`config.mk`:
```
export PLATFORM = sky130hd
export DESIGN_NAME = cpu_regs
export DESIGN_NICKNAME = d
export VERILOG_FILES = /design/src/core/cpu_regs_pkg.sv /design/src/core/cpu_regs.sv
export VERILOG_INCLUDE_DIRS = /design/src /design/src/core
export SDC_FILE = /design/constraint.sdc
export NUM_CORES = 1
export LEC_CHECK = 0
export BUFFER_PORTS_ARGS = -buffer_cell sky130_fd_sc_hd__buf_4
export CAP_MARGIN = 5
export CORE_AREA = 3 3 354 181
export DETAILED_ROUTE_END_ITERATION = 10
export DIE_AREA = 0 0 357 184
export PLACE_DENSITY_LB_ADDON = 0.1
export SLEW_MARGIN = 20
export SYNTH_ARGS = -nofsm -noshare
export SYNTH_HDL_FRONTEND = slang
export SYNTH_SLANG_ARGS = --single-unit
export TNS_END_PERCENT = 5
```
`constraint.sdc`:
```
create_clock -name clock_i -period 2.3 [get_ports clock_i]
set_input_delay 0.115 -clock clock_i [delete_from_list [all_inputs] [get_ports clock_i]]
set_output_delay 0.115 -clock clock_i [all_outputs]
set_load 0.1 [all_outputs]
```
`src/core/cpu_regs_defs.svh`:
```
// register offsets, flag field positions, reset values and memory map constants
// assumes inclusion from the register file package and module only
`ifndef CPU_REGS_DEFS_SVH
`define CPU_REGS_DEFS_SVH

// axi byte offsets, one aligned word each
`define OFF_DATA0      8'h00
`define OFF_DATA1      8'h04
`define OFF_DATA2      8'h08
`define OFF_DATA3      8'h0c
`define OFF_ADDR0      8'h10
`define OFF_ADDR1      8'h14
`define OFF_FBASE      8'h18
`define OFF_PC         8'h1c
`define OFF_VTB        8'h20
`define OFF_USP        8'h24
`define OFF_ISP        8'h28
`define OFF_SB         8'h2c
`define OFF_FLAGS      8'h30
`define OFF_EVENT      8'h34
`define OFF_STATUS     8'h38
`define OFF_RSTVEC     8'h3c
`define OFF_MEMMAP     8'h40

// flag bit positions
`define FLG_CARRY      0
`define FLG_STEP       1
`define FLG_ZERO       2
`define FLG_SIGN       3
`define FLG_BANK       4
`define FLG_OVF        5
`define FLG_IEN        6
`define FLG_STACK      7
`define FLG_IPL_LO     12
`define FLG_IPL_HI     14
`define FLG_WMASK      16'h70ff
`define FLG_RESET      16'h0000

// event register bits
`define EV_HW_IRQ      0
`define EV_SW_INT      1
`define EV_STEP_ACK    2
`define EV_ALU         3

// memory map, 20-bit byte addresses
`define MAP_SFR_LAST   20'h003ff
`define MAP_RAM_FIRST  20'h00400
`define MAP_SPG_FIRST  20'hffe00
`define MAP_SPG_LAST   20'hfffdb
`define MAP_VEC_FIRST  20'hfffdc
`define MAP_TOP        20'hfffff
`define RESET_VEC      20'hffffc

`define SW_INT_LAST    6'd31
`define AXI_OKAY       2'b00
`define AXI_SLVERR     2'b10

`endif

```
`src/core/cpu_regs_pkg.sv`:
```
// types shared by the processor register file
// assumes the defines header is on the include path
package cpu_regs_pkg;
    typedef enum logic [1:0] {
        RUN_RESET = 2'b00,
        RUN_FETCH = 2'b01,
        RUN_EXEC  = 2'b10
    } run_state_t;

    typedef struct packed {
        logic [15:0] data0;
        logic [15:0] data1;
        logic [15:0] data2;
        logic [15:0] data3;
        logic [15:0] addr0;
        logic [15:0] addr1;
        logic [15:0] fbase;
    } bank_t;

    typedef struct packed {
        logic        carry;
        logic        zero;
        logic        sign;
        logic        ovf;
    } alu_flags_t;

    typedef struct packed {
        logic        valid;
        logic [2:0]  level;
        logic        hw;
        logic        sw;
        logic [5:0]  sw_num;
        logic        step;
    } irq_req_t;

    typedef struct packed {
        bank_t [1:0] bank;
        logic [19:0] pc;
        logic [19:0] vtb;
        logic [15:0] user_stack_pointer;
        logic [15:0] irq_stack_pointer;
        logic [15:0] sb;
        logic [15:0] flags;
        logic [3:0]  events;
        run_state_t  run;
        logic        aw_ok;
        logic        w_ok;
        logic [7:0]  aw_addr;
        logic [31:0] w_data;
        logic [3:0]  w_strb;
        logic        bvalid;
        logic [1:0]  bresp;
        logic        rvalid;
        logic [31:0] rdata;
        logic [1:0]  rresp;
        logic        irq_ack;
        logic        step_req;
        logic [19:0] fetch_addr;
        logic        fetch_req;
    } state_t;
endpackage : cpu_regs_pkg

```
`src/core/cpu_regs.sv`:
```
// programmer-visible register set with flag word, reset entry and axi4-lite access
// assumes a single 10 mhz clock; reset_n_i is already synchronised by the reset circuit
//
// Behaviour
// - 20-bit, one megabyte address space, rom top
// - fixed vectors start at fffdc hex
// - peripheral area 0 to 3ff, ram from 400
// - special page table ffe00 to fffdb
// - seven registers banked, one bank visible
// - 16-bit data regs, byte halves, pairs
// - address regs as data, pairable 32-bit
// - program counter is 20 bits
// - 20-bit interrupt vector table base
// - flag bit 7 selects stack pointer
// - stack select cleared on interrupt accept; code clears it only for hardware ones and software 0 to 31
// - bit 0 holds carry or shift-out
// - step flag raises interrupt, cleared on accept
// - bit 2 set on zero result
// - bit 3 set on negative result
// - bit 4 selects register bank
// - bit 5 set on overflow
// - bit 6 gates maskable, cleared on accept
// - accept only priority above level field
// - bits 8 to 11 and 15 reserved
// - after reset, fetch from reset vector
//
// Our own choices: the register addresses and the AXI4-Lite register port.
`timescale 1ns/100ps
`include "cpu_regs_defs.svh"

module cpu_regs
    import cpu_regs_pkg::*;
(
    input  wire logic        clock_i,
    input  wire logic        reset_n_i,
    // axi4-lite slave
    input  wire logic [7:0]  s_axi_awaddr_i,
    input  wire logic        s_axi_awvalid_i,
    output logic             s_axi_awready_o,
    input  wire logic [31:0] s_axi_wdata_i,
    input  wire logic [3:0]  s_axi_wstrb_i,
    input  wire logic        s_axi_wvalid_i,
    output logic             s_axi_wready_o,
    output logic [1:0]       s_axi_bresp_o,
    output logic             s_axi_bvalid_o,
    input  wire logic        s_axi_bready_i,
    input  wire logic [7:0]  s_axi_araddr_i,
    input  wire logic        s_axi_arvalid_i,
    output logic             s_axi_arready_o,
    output logic [31:0]      s_axi_rdata_o,
    output logic [1:0]       s_axi_rresp_o,
    output logic             s_axi_rvalid_o,
    input  wire logic        s_axi_rready_i,
    // execution side
    input  wire irq_req_t    irq_req_i,
    input  wire logic        alu_update_i,
    input  wire alu_flags_t  alu_flags_i,
    input  wire logic        insn_done_i,
    input  wire logic [19:0] reset_vector_i,
    output logic             irq_ack_o,
    output logic             step_req_o,
    output logic             fetch_req_o,
    output logic [19:0]      fetch_addr_o,
    output logic [15:0]      flags_o,
    output logic [15:0]      active_sp_o
);

    state_t s;
    state_t next_s;

    ////////////////////////////////////////////////////////////////////////////
    // helpers

    // 32-bit word masked by strobes, merged into a 20-bit or 16-bit target
    function automatic logic [31:0] merge(input logic [31:0] old, input logic [31:0] wd,
                                          input logic [3:0] st);
        logic [31:0] r;
        r = old;
        for (int i = 0; i < 4; i++) begin
            if (st[i]) begin
                r[i*8 +: 8] = wd[i*8 +: 8];
            end
        end
        return r;
    endfunction : merge

    // classify a 20-bit address into its map region
    function automatic logic [2:0] region(input logic [19:0] a);
        logic [2:0] r;
        if (a <= `MAP_SFR_LAST) begin
            r = 3'h1;
        end else if (a >= `MAP_VEC_FIRST) begin
            r = 3'h4;
        end else if (a >= `MAP_SPG_FIRST && a <= `MAP_SPG_LAST) begin
            r = 3'h3;
        end else begin
            r = 3'h2;                                                  // ram and rom
        end
        return r;
    endfunction : region

    logic        bank_sel;
    logic [31:0] rd_word;
    logic        rd_hit;
    logic        irq_take;
    logic        sw_clear;

    assign bank_sel = s.flags[`FLG_BANK];

    ////////////////////////////////////////////////////////////////////////////
    // read decode, only the selected bank is visible
    always_comb begin
        rd_hit  = 1'b1;
        rd_word = 32'h0000_0000;
        unique case (s_axi_araddr_i)
            `OFF_DATA0:  rd_word = {16'h0000, s.bank[bank_sel].data0};
            `OFF_DATA1:  rd_word = {16'h0000, s.bank[bank_sel].data1};
            `OFF_DATA2:  rd_word = {16'h0000, s.bank[bank_sel].data2};
            `OFF_DATA3:  rd_word = {16'h0000, s.bank[bank_sel].data3};
            `OFF_ADDR0:  rd_word = {16'h0000, s.bank[bank_sel].addr0};
            `OFF_ADDR1:  rd_word = {16'h0000, s.bank[bank_sel].addr1};
            `OFF_FBASE:  rd_word = {16'h0000, s.bank[bank_sel].fbase};
            `OFF_PC:     rd_word = {12'h000, s.pc};
            `OFF_VTB:    rd_word = {12'h000, s.vtb};
            `OFF_USP:    rd_word = {16'h0000, s.user_stack_pointer};
            `OFF_ISP:    rd_word = {16'h0000, s.irq_stack_pointer};
            `OFF_SB:     rd_word = {16'h0000, s.sb};
            `OFF_FLAGS:  rd_word = {16'h0000, s.flags & `FLG_WMASK};
            `OFF_EVENT:  rd_word = {28'h0000000, s.events};
            `OFF_STATUS: rd_word = {28'h0000000, region(s.pc), s.run == RUN_EXEC};
            `OFF_RSTVEC: rd_word = {12'h000, `RESET_VEC};
            `OFF_MEMMAP: rd_word = {12'h000, `MAP_RAM_FIRST};
            default:     rd_hit  = 1'b0;
        endcase
    end

    // an interrupt is taken only above the current level; maskable ones need the enable
    always_comb begin
        irq_take = irq_req_i.valid && s.run == RUN_EXEC
                && irq_req_i.level > s.flags[`FLG_IPL_HI:`FLG_IPL_LO]
                && (s.flags[`FLG_IEN] || !irq_req_i.hw || irq_req_i.step);
        sw_clear = irq_req_i.valid && irq_req_i.sw && irq_req_i.sw_num <= `SW_INT_LAST;
    end

    ////////////////////////////////////////////////////////////////////////////
    // next state
    always_comb begin
        logic [31:0] m;
        logic [15:0] fl;
        m      = 32'h0000_0000;
        fl     = 16'h0000;
        next_s = s;
        next_s.irq_ack   = 1'b0;
        next_s.fetch_req = 1'b0;

        // run sequence: leave reset and fetch the reset vector once
        unique case (s.run)
            RUN_RESET: begin
                next_s.fetch_req  = 1'b1;
                next_s.fetch_addr = `RESET_VEC;
                next_s.run        = RUN_FETCH;
            end
            RUN_FETCH: begin
                next_s.pc  = reset_vector_i;
                next_s.run = RUN_EXEC;
            end
            RUN_EXEC: begin
                next_s.run = RUN_EXEC;
            end
            default: next_s.run = RUN_RESET;
        endcase

        // single-step request after each instruction while the step flag is set
        next_s.step_req = s.flags[`FLG_STEP] && insn_done_i && s.run == RUN_EXEC;

        // write channel capture, in either order
        if (s_axi_awvalid_i && !s.aw_ok && !s.bvalid) begin
            next_s.aw_ok   = 1'b1;
            next_s.aw_addr = s_axi_awaddr_i;
        end
        if (s_axi_wvalid_i && !s.w_ok && !s.bvalid) begin
            next_s.w_ok   = 1'b1;
            next_s.w_data = s_axi_wdata_i;
            next_s.w_strb = s_axi_wstrb_i;
        end

        fl = s.flags;
        // alu results update the arithmetic flags
        if (alu_update_i) begin
            fl[`FLG_CARRY] = alu_flags_i.carry;
            fl[`FLG_ZERO]  = alu_flags_i.zero;
            fl[`FLG_SIGN]  = alu_flags_i.sign;
            fl[`FLG_OVF]   = alu_flags_i.ovf;
        end

        // register write once both halves are held
        if (s.aw_ok && s.w_ok) begin
            next_s.aw_ok  = 1'b0;
            next_s.w_ok   = 1'b0;
            next_s.bvalid = 1'b1;
            next_s.bresp  = `AXI_OKAY;
            unique case (s.aw_addr)
                `OFF_DATA0: begin
                    m = merge({16'h0000, s.bank[bank_sel].data0}, s.w_data, s.w_strb);
                    next_s.bank[bank_sel].data0 = m[15:0];              // byte halves
                end
                `OFF_DATA1: begin
                    m = merge({16'h0000, s.bank[bank_sel].data1}, s.w_data, s.w_strb);
                    next_s.bank[bank_sel].data1 = m[15:0];
                end
                `OFF_DATA2: begin
                    m = merge({16'h0000, s.bank[bank_sel].data2}, s.w_data, s.w_strb);
                    next_s.bank[bank_sel].data2 = m[15:0];
                end
                `OFF_DATA3: begin
                    m = merge({16'h0000, s.bank[bank_sel].data3}, s.w_data, s.w_strb);
                    next_s.bank[bank_sel].data3 = m[15:0];
                end
                `OFF_ADDR0: begin
                    m = merge({16'h0000, s.bank[bank_sel].addr0}, s.w_data, s.w_strb);
                    next_s.bank[bank_sel].addr0 = m[15:0];
                end
                `OFF_ADDR1: begin
                    m = merge({16'h0000, s.bank[bank_sel].addr1}, s.w_data, s.w_strb);
                    next_s.bank[bank_sel].addr1 = m[15:0];
                end
                `OFF_FBASE: begin
                    m = merge({16'h0000, s.bank[bank_sel].fbase}, s.w_data, s.w_strb);
                    next_s.bank[bank_sel].fbase = m[15:0];
                end
                `OFF_PC: begin
                    m = merge({12'h000, s.pc}, s.w_data, s.w_strb);
                    next_s.pc = m[19:0];
                end
                `OFF_VTB: begin
                    m = merge({12'h000, s.vtb}, s.w_data, s.w_strb);
                    next_s.vtb = m[19:0];
                end
                `OFF_USP: begin
                    m = merge({16'h0000, s.user_stack_pointer}, s.w_data, s.w_strb);
                    next_s.user_stack_pointer = m[15:0];
                end
                `OFF_ISP: begin
                    m = merge({16'h0000, s.irq_stack_pointer}, s.w_data, s.w_strb);
                    next_s.irq_stack_pointer = m[15:0];
                end
                `OFF_SB: begin
                    m = merge({16'h0000, s.sb}, s.w_data, s.w_strb);
                    next_s.sb = m[15:0];
                end
                `OFF_FLAGS: begin
                    m = merge({16'h0000, fl}, s.w_data, s.w_strb);
                    fl = m[15:0] & `FLG_WMASK;
                end
                `OFF_EVENT: begin
                    // write one to clear; a new event below still wins
                    next_s.events = s.events & ~s.w_data[3:0];
                end
                `OFF_STATUS, `OFF_RSTVEC, `OFF_MEMMAP: begin
                    next_s.bresp = `AXI_OKAY;                          // read only, ignored
                end
                default: next_s.bresp = `AXI_SLVERR;
            endcase
        end

        // accepting an interrupt clears enable; step only for a step request, stack select for a hardware one (software 0 to 31 clear it below)
        if (irq_take) begin
            next_s.irq_ack = 1'b1;
            fl[`FLG_IEN]   = 1'b0;
            if (irq_req_i.step) begin
                fl[`FLG_STEP] = 1'b0;
            end
            if (irq_req_i.hw) begin
                fl[`FLG_STACK] = 1'b0;
            end
        end
        if (sw_clear && s.run == RUN_EXEC) begin
            fl[`FLG_STACK] = 1'b0;
        end
        next_s.flags = fl;

        // sticky events, set beats clear
        if (irq_take && irq_req_i.hw) begin
            next_s.events[`EV_HW_IRQ] = 1'b1;
        end
        if (sw_clear && s.run == RUN_EXEC) begin
            next_s.events[`EV_SW_INT] = 1'b1;
        end
        if (irq_take && irq_req_i.step) begin
            next_s.events[`EV_STEP_ACK] = 1'b1;
        end
        if (alu_update_i) begin
            next_s.events[`EV_ALU] = 1'b1;
        end

        if (s.bvalid && s_axi_bready_i) begin
            next_s.bvalid = 1'b0;
        end

        // read: accept when no answer is pending
        if (s.rvalid && s_axi_rready_i) begin
            next_s.rvalid = 1'b0;
        end
        if (s_axi_arvalid_i && !s.rvalid) begin
            next_s.rvalid = 1'b1;
            next_s.rdata  = rd_word;
            next_s.rresp  = rd_hit ? `AXI_OKAY : `AXI_SLVERR;
        end
    end

    ////////////////////////////////////////////////////////////////////////////
    // state register; the flag word clears on every reset so bank 0, isp,
    // level 0 and masked interrupts are in force. the 20-cycle low time is the
    // reset circuit's duty, a single low edge already suffices here.
    always_ff @(posedge clock_i) begin
        if (!reset_n_i) begin
            s       <= '0;
            s.flags <= `FLG_RESET;
            s.run   <= RUN_RESET;
        end else begin
            s <= next_s;
        end
    end

    ////////////////////////////////////////////////////////////////////////////
    // outputs from state flip-flops only, the ready lines and active_sp_o through gates or a mux
    assign s_axi_awready_o = !s.aw_ok && !s.bvalid;
    assign s_axi_wready_o  = !s.w_ok && !s.bvalid;
    assign s_axi_bvalid_o  = s.bvalid;
    assign s_axi_bresp_o   = s.bresp;
    assign s_axi_arready_o = !s.rvalid;
    assign s_axi_rvalid_o  = s.rvalid;
    assign s_axi_rdata_o   = s.rdata;
    assign s_axi_rresp_o   = s.rresp;
    assign irq_ack_o       = s.irq_ack;
    assign step_req_o      = s.step_req;
    assign fetch_req_o     = s.fetch_req;
    assign fetch_addr_o    = s.fetch_addr;
    assign flags_o         = s.flags;
    // stack pointer picked by flag bit 7
    assign active_sp_o     = s.flags[`FLG_STACK] ? s.user_stack_pointer : s.irq_stack_pointer;

endmodule : cpu_regs

```
==> summary.md <==
| Metric | Value |
|---|---|
| Area delta synth->final | `26.1%` |
| Clock H-tree levels | `2` |
| Worst slew margin | `0.351` |
| Skew-Pair Late Insertion Delay | `560 ps` |
| Residual DRC | `0` |
| Netlist cell types | `75` |
| Family with the most delay on the worst path | `flip-flops` |
| Critical path type | `reg -> reg` |
| Worst Tran Pin Value | `971 ps` |
| Final min period | `2250 ps` |
| Final #Nets | `2509` |
| Post-synthesis sequential area ratio | `0.426` |
| Dpl ws | `-213 ps` |
| NetSw | `4900 uW` |
| CP bufs+invs | `1` |
| Post-Synth Simple-Gate Area | `0.165` |
| Largest area contributor in the netlist | `dfxtp_1` |
| Sequential share of power | `0.426` |
| First-pass GRT wire length | `117 mm` |
| XOR/XNOR Fraction of Synth Area | `0` |
| Fin util | `0.378` |
| Cell Area, Synth | `18300 sq um` |
| Final ANT Viol Nets | `0` |
| YS warnings | `0` |
| Largest net degree at the start of global routing | `95` |
| Sw Share | `0.296` |
| Ys async rst share | `0` |
| GRT Total Usage | `0.242` |
| Top Ports | `194` |
| CP Cell Sequence | `buf_4 > mux2_2 > o211ai_1 > a21oi_1 > nor4_1 > o21ai_0` |
| CTS tree | `done` |
| CP Max Fanout | `23` |
| Final WS setup | `45.8 ps` |
| 1st-iter DRT viols | `1605` |
| Post-CTS setup buffer count | `0` |
| Clock Pin Slew Worst Setup and Hold Paths | `70 ps` |
| Finished Cell Area | `23000 sq um` |
| Post-synth top cells | `389 x dfxtp_1, 338 x nand2_1, 236 x o21ai_0` |
| Clk network pwr share | `0.430` |
| Status | `finished clean` |
| Synth top area cells | `dfxtp_1 43%, mux2_2 8.1%, nand2_1 6.9%, o21ai_0 6.5%, a21oi_1 4.5%` |
| Synth top area share | `0.426` |
| Largest family of logic cells by synthesized area | `compound AO/OA/AOI/OAI gates` |
| Placed cells | `3123` |
| Row count | `64` |
| Vias in the first global route | `16523` |
| CP max-delay cell | `dfxtp_4` |
| Via count | `17126` |
| Static Leakage | `0.00863 uW` |
| Count leader, synth | `dfxtp_1` |
| Die Area | `65700 sq um` |
| Num CTS Buffers | `42` |
| Compound-Gate Fraction of Synth Area | `0.211` |
| Post-synthesis mux area share | `0.118` |
| Layout cell share with drive strength beyond 1 | `0.232` |
| Root Buffer | `clkbuf_16` |
| First-pass iteration count of the detailed router | `6` |
| Slew Viols, Final | `0` |
| Setup violations, final | `0` |
| GRT Residual Overflow | `0` |
| Worst clock skew | `19.7 ps` |
| Worst Setup End Kind | `flop` |
| Initial core utilization | `0.299` |
| Combinational power share | `0.144` |
| Die H | `184 um` |
| Ys flop type | `dfxtp_1` |
| Die W | `357 um` |
| Non-Filler Instances | `3264` |
| Vias per std cell | `5.25` |
| Peak supply drop | `0.442 mV` |
| RSZ-0062 raised after global routing | `yes` |
| Initial antenna violation count | `1` |
| Syn_area_per_cell | `8.39 sq um` |
| Post-Syn Instances | `2179` |
| Placed instance area | `20900 sq um` |
| Core area | `61000 sq um` |
| Tcrit/Tclk final | `0.980` |
| Final hold vios | `0` |
| Post-synth EDFFs | `0` |
| Max-cap check violation count | `0` |
| Global placer's final weighted congestion | `0.942` |
| HPWL Detailed | `57.7 mm` |
| F_max | `444 MHz` |
| Required time of the critical path | `2730 ps` |
| ANT cells | `0` |
| CP startpoint kind | `flop` |
| Post-synthesis adder-cell area fraction | `0.00411` |
| Max incr delay on CP | `500 ps` |
| Min-delay worst type | `in -> reg` |
| CTS Buffer Depth | `3` |
| Critical Path AT | `2680 ps` |
| Routed wire per std cell | `24.8 um` |
| IO buf count | `154` |
| Tot Pwr | `16500 uW` |
| PD cells | `718 nW/um^2` |
| Clock sink count | `389` |
| Synthesized flop and latch total | `389` |
| WL final | `80.9 mm` |
| Internal Power | `11600 uW` |
-- worst paths after layout --
check | startpoint | to | cells past startpoint | slack (ps)
worst max-delay path | flags_o[4] | s_axi_rdata_o[9] | 6 | 50
worst min-delay path | irq_req_i[12] | flags_o[7] | 3 | 20
worst max register to register | flags_o[4] | s_axi_rdata_o[9] | 6 | 50
worst min register to register | flop | flop | 2 | 440
-- worst reg2reg max path, stage by stage, from the launching register on --
cell and delay [ps]:
dfxtp_4 500, buf_4 410, mux2_2 410, o211ai_1 240, a21oi_1 130, nor4_1 330
o21ai_0 110
-- placed cells by master (no fill, tap or decap), types with 55 or more instances in the layout --
master,netlist,layout
dlygate4sd3_1,0,63
nor2_1,158,156
o21ai_0,236,236
mux2i_1,55,55
buf_4,73,305
a21oi_1,163,163
nand3_1,69,69
mux2_2,132,132
nand2_1,338,337
dfxtp_1,389,385
-- what timing repair did --
action	in CTS	in global routing
cloned	0	0
hold buffers	63	0
setup endpoints to repair	16	93
resized for setup	1	9
pin swaps	0	2
hold endpoints to repair	63	0
-- cells by family (layout without fill, tap and decap cells) --
kind of cell | count (synthesis) | after routing
AO/OA/AOI/OAI | 640 | 640
adder cells (fa/ha/maj) | 6 | 6
buffers and inverters | 271 | 511
flip-flops | 389 | 389
multiplexers | 192 | 192
other | 1 | 21
AND/OR/NAND/NOR | 680 | 680
-- per-stage QoR --
| stage | TNS [ps] | hold WS (ps) |
|---|---|---|
| 4_1_cts | 0 | 4.54 |
| 3_5_place_dp | -771 | 302 |
| 5_1_grt | -0.768 | 19.2 |
| 6_report | 0 | 16.6 |
| 3_3_place_gp | -202 | 297 |
| 2_1_floorplan | -2440 | 207 |
-- cell type report --
| cell class | instances | area [sq um] |
|---|---|---|
| inverters | 43 | 166 |
| repair buffers | 390 | 3340 |
| fillers | 6386 | 38000 |
| clock buffers | 67 | 1300 |
| flip-flops and latches | 389 | 7790 |
| multi-input cells | 1539 | 9290 |
| well taps | 825 | 1030 |
| clock inverters | 11 | 113 |
-- routing by layer --
| layer | part of all wire | GRT usage | vias up | wire, um |
|---|---|---|---|---|
| li1 | - | - | 8091 | - |
| met1 | 0.48 | 0.356 | 8367 | 38700 |
| met2 | 0.41 | 0.349 | 566 | 33400 |
| met3 | 0.087 | 0.0658 | 102 | 7070 |
| met4 | 0.021 | 0.0501 | 0 | 1730 |
| met5 | 0 | 0 | - | 0 |
-- power groups by stage --
stage / combinational [uW] / sequential [uW] / clock, uW
2_1_floorplan: 1520 / 7150 / 0
3_3_place_gp: 2270 / 7180 / 0
3_5_place_dp: 2270 / 7190 / 0
4_1_cts: 2360 / 7030 / 7250
5_1_grt: 2500 / 7050 / 7540
6_report: 2370 / 7040 / 7110
(Power assumes the default switching activity.)
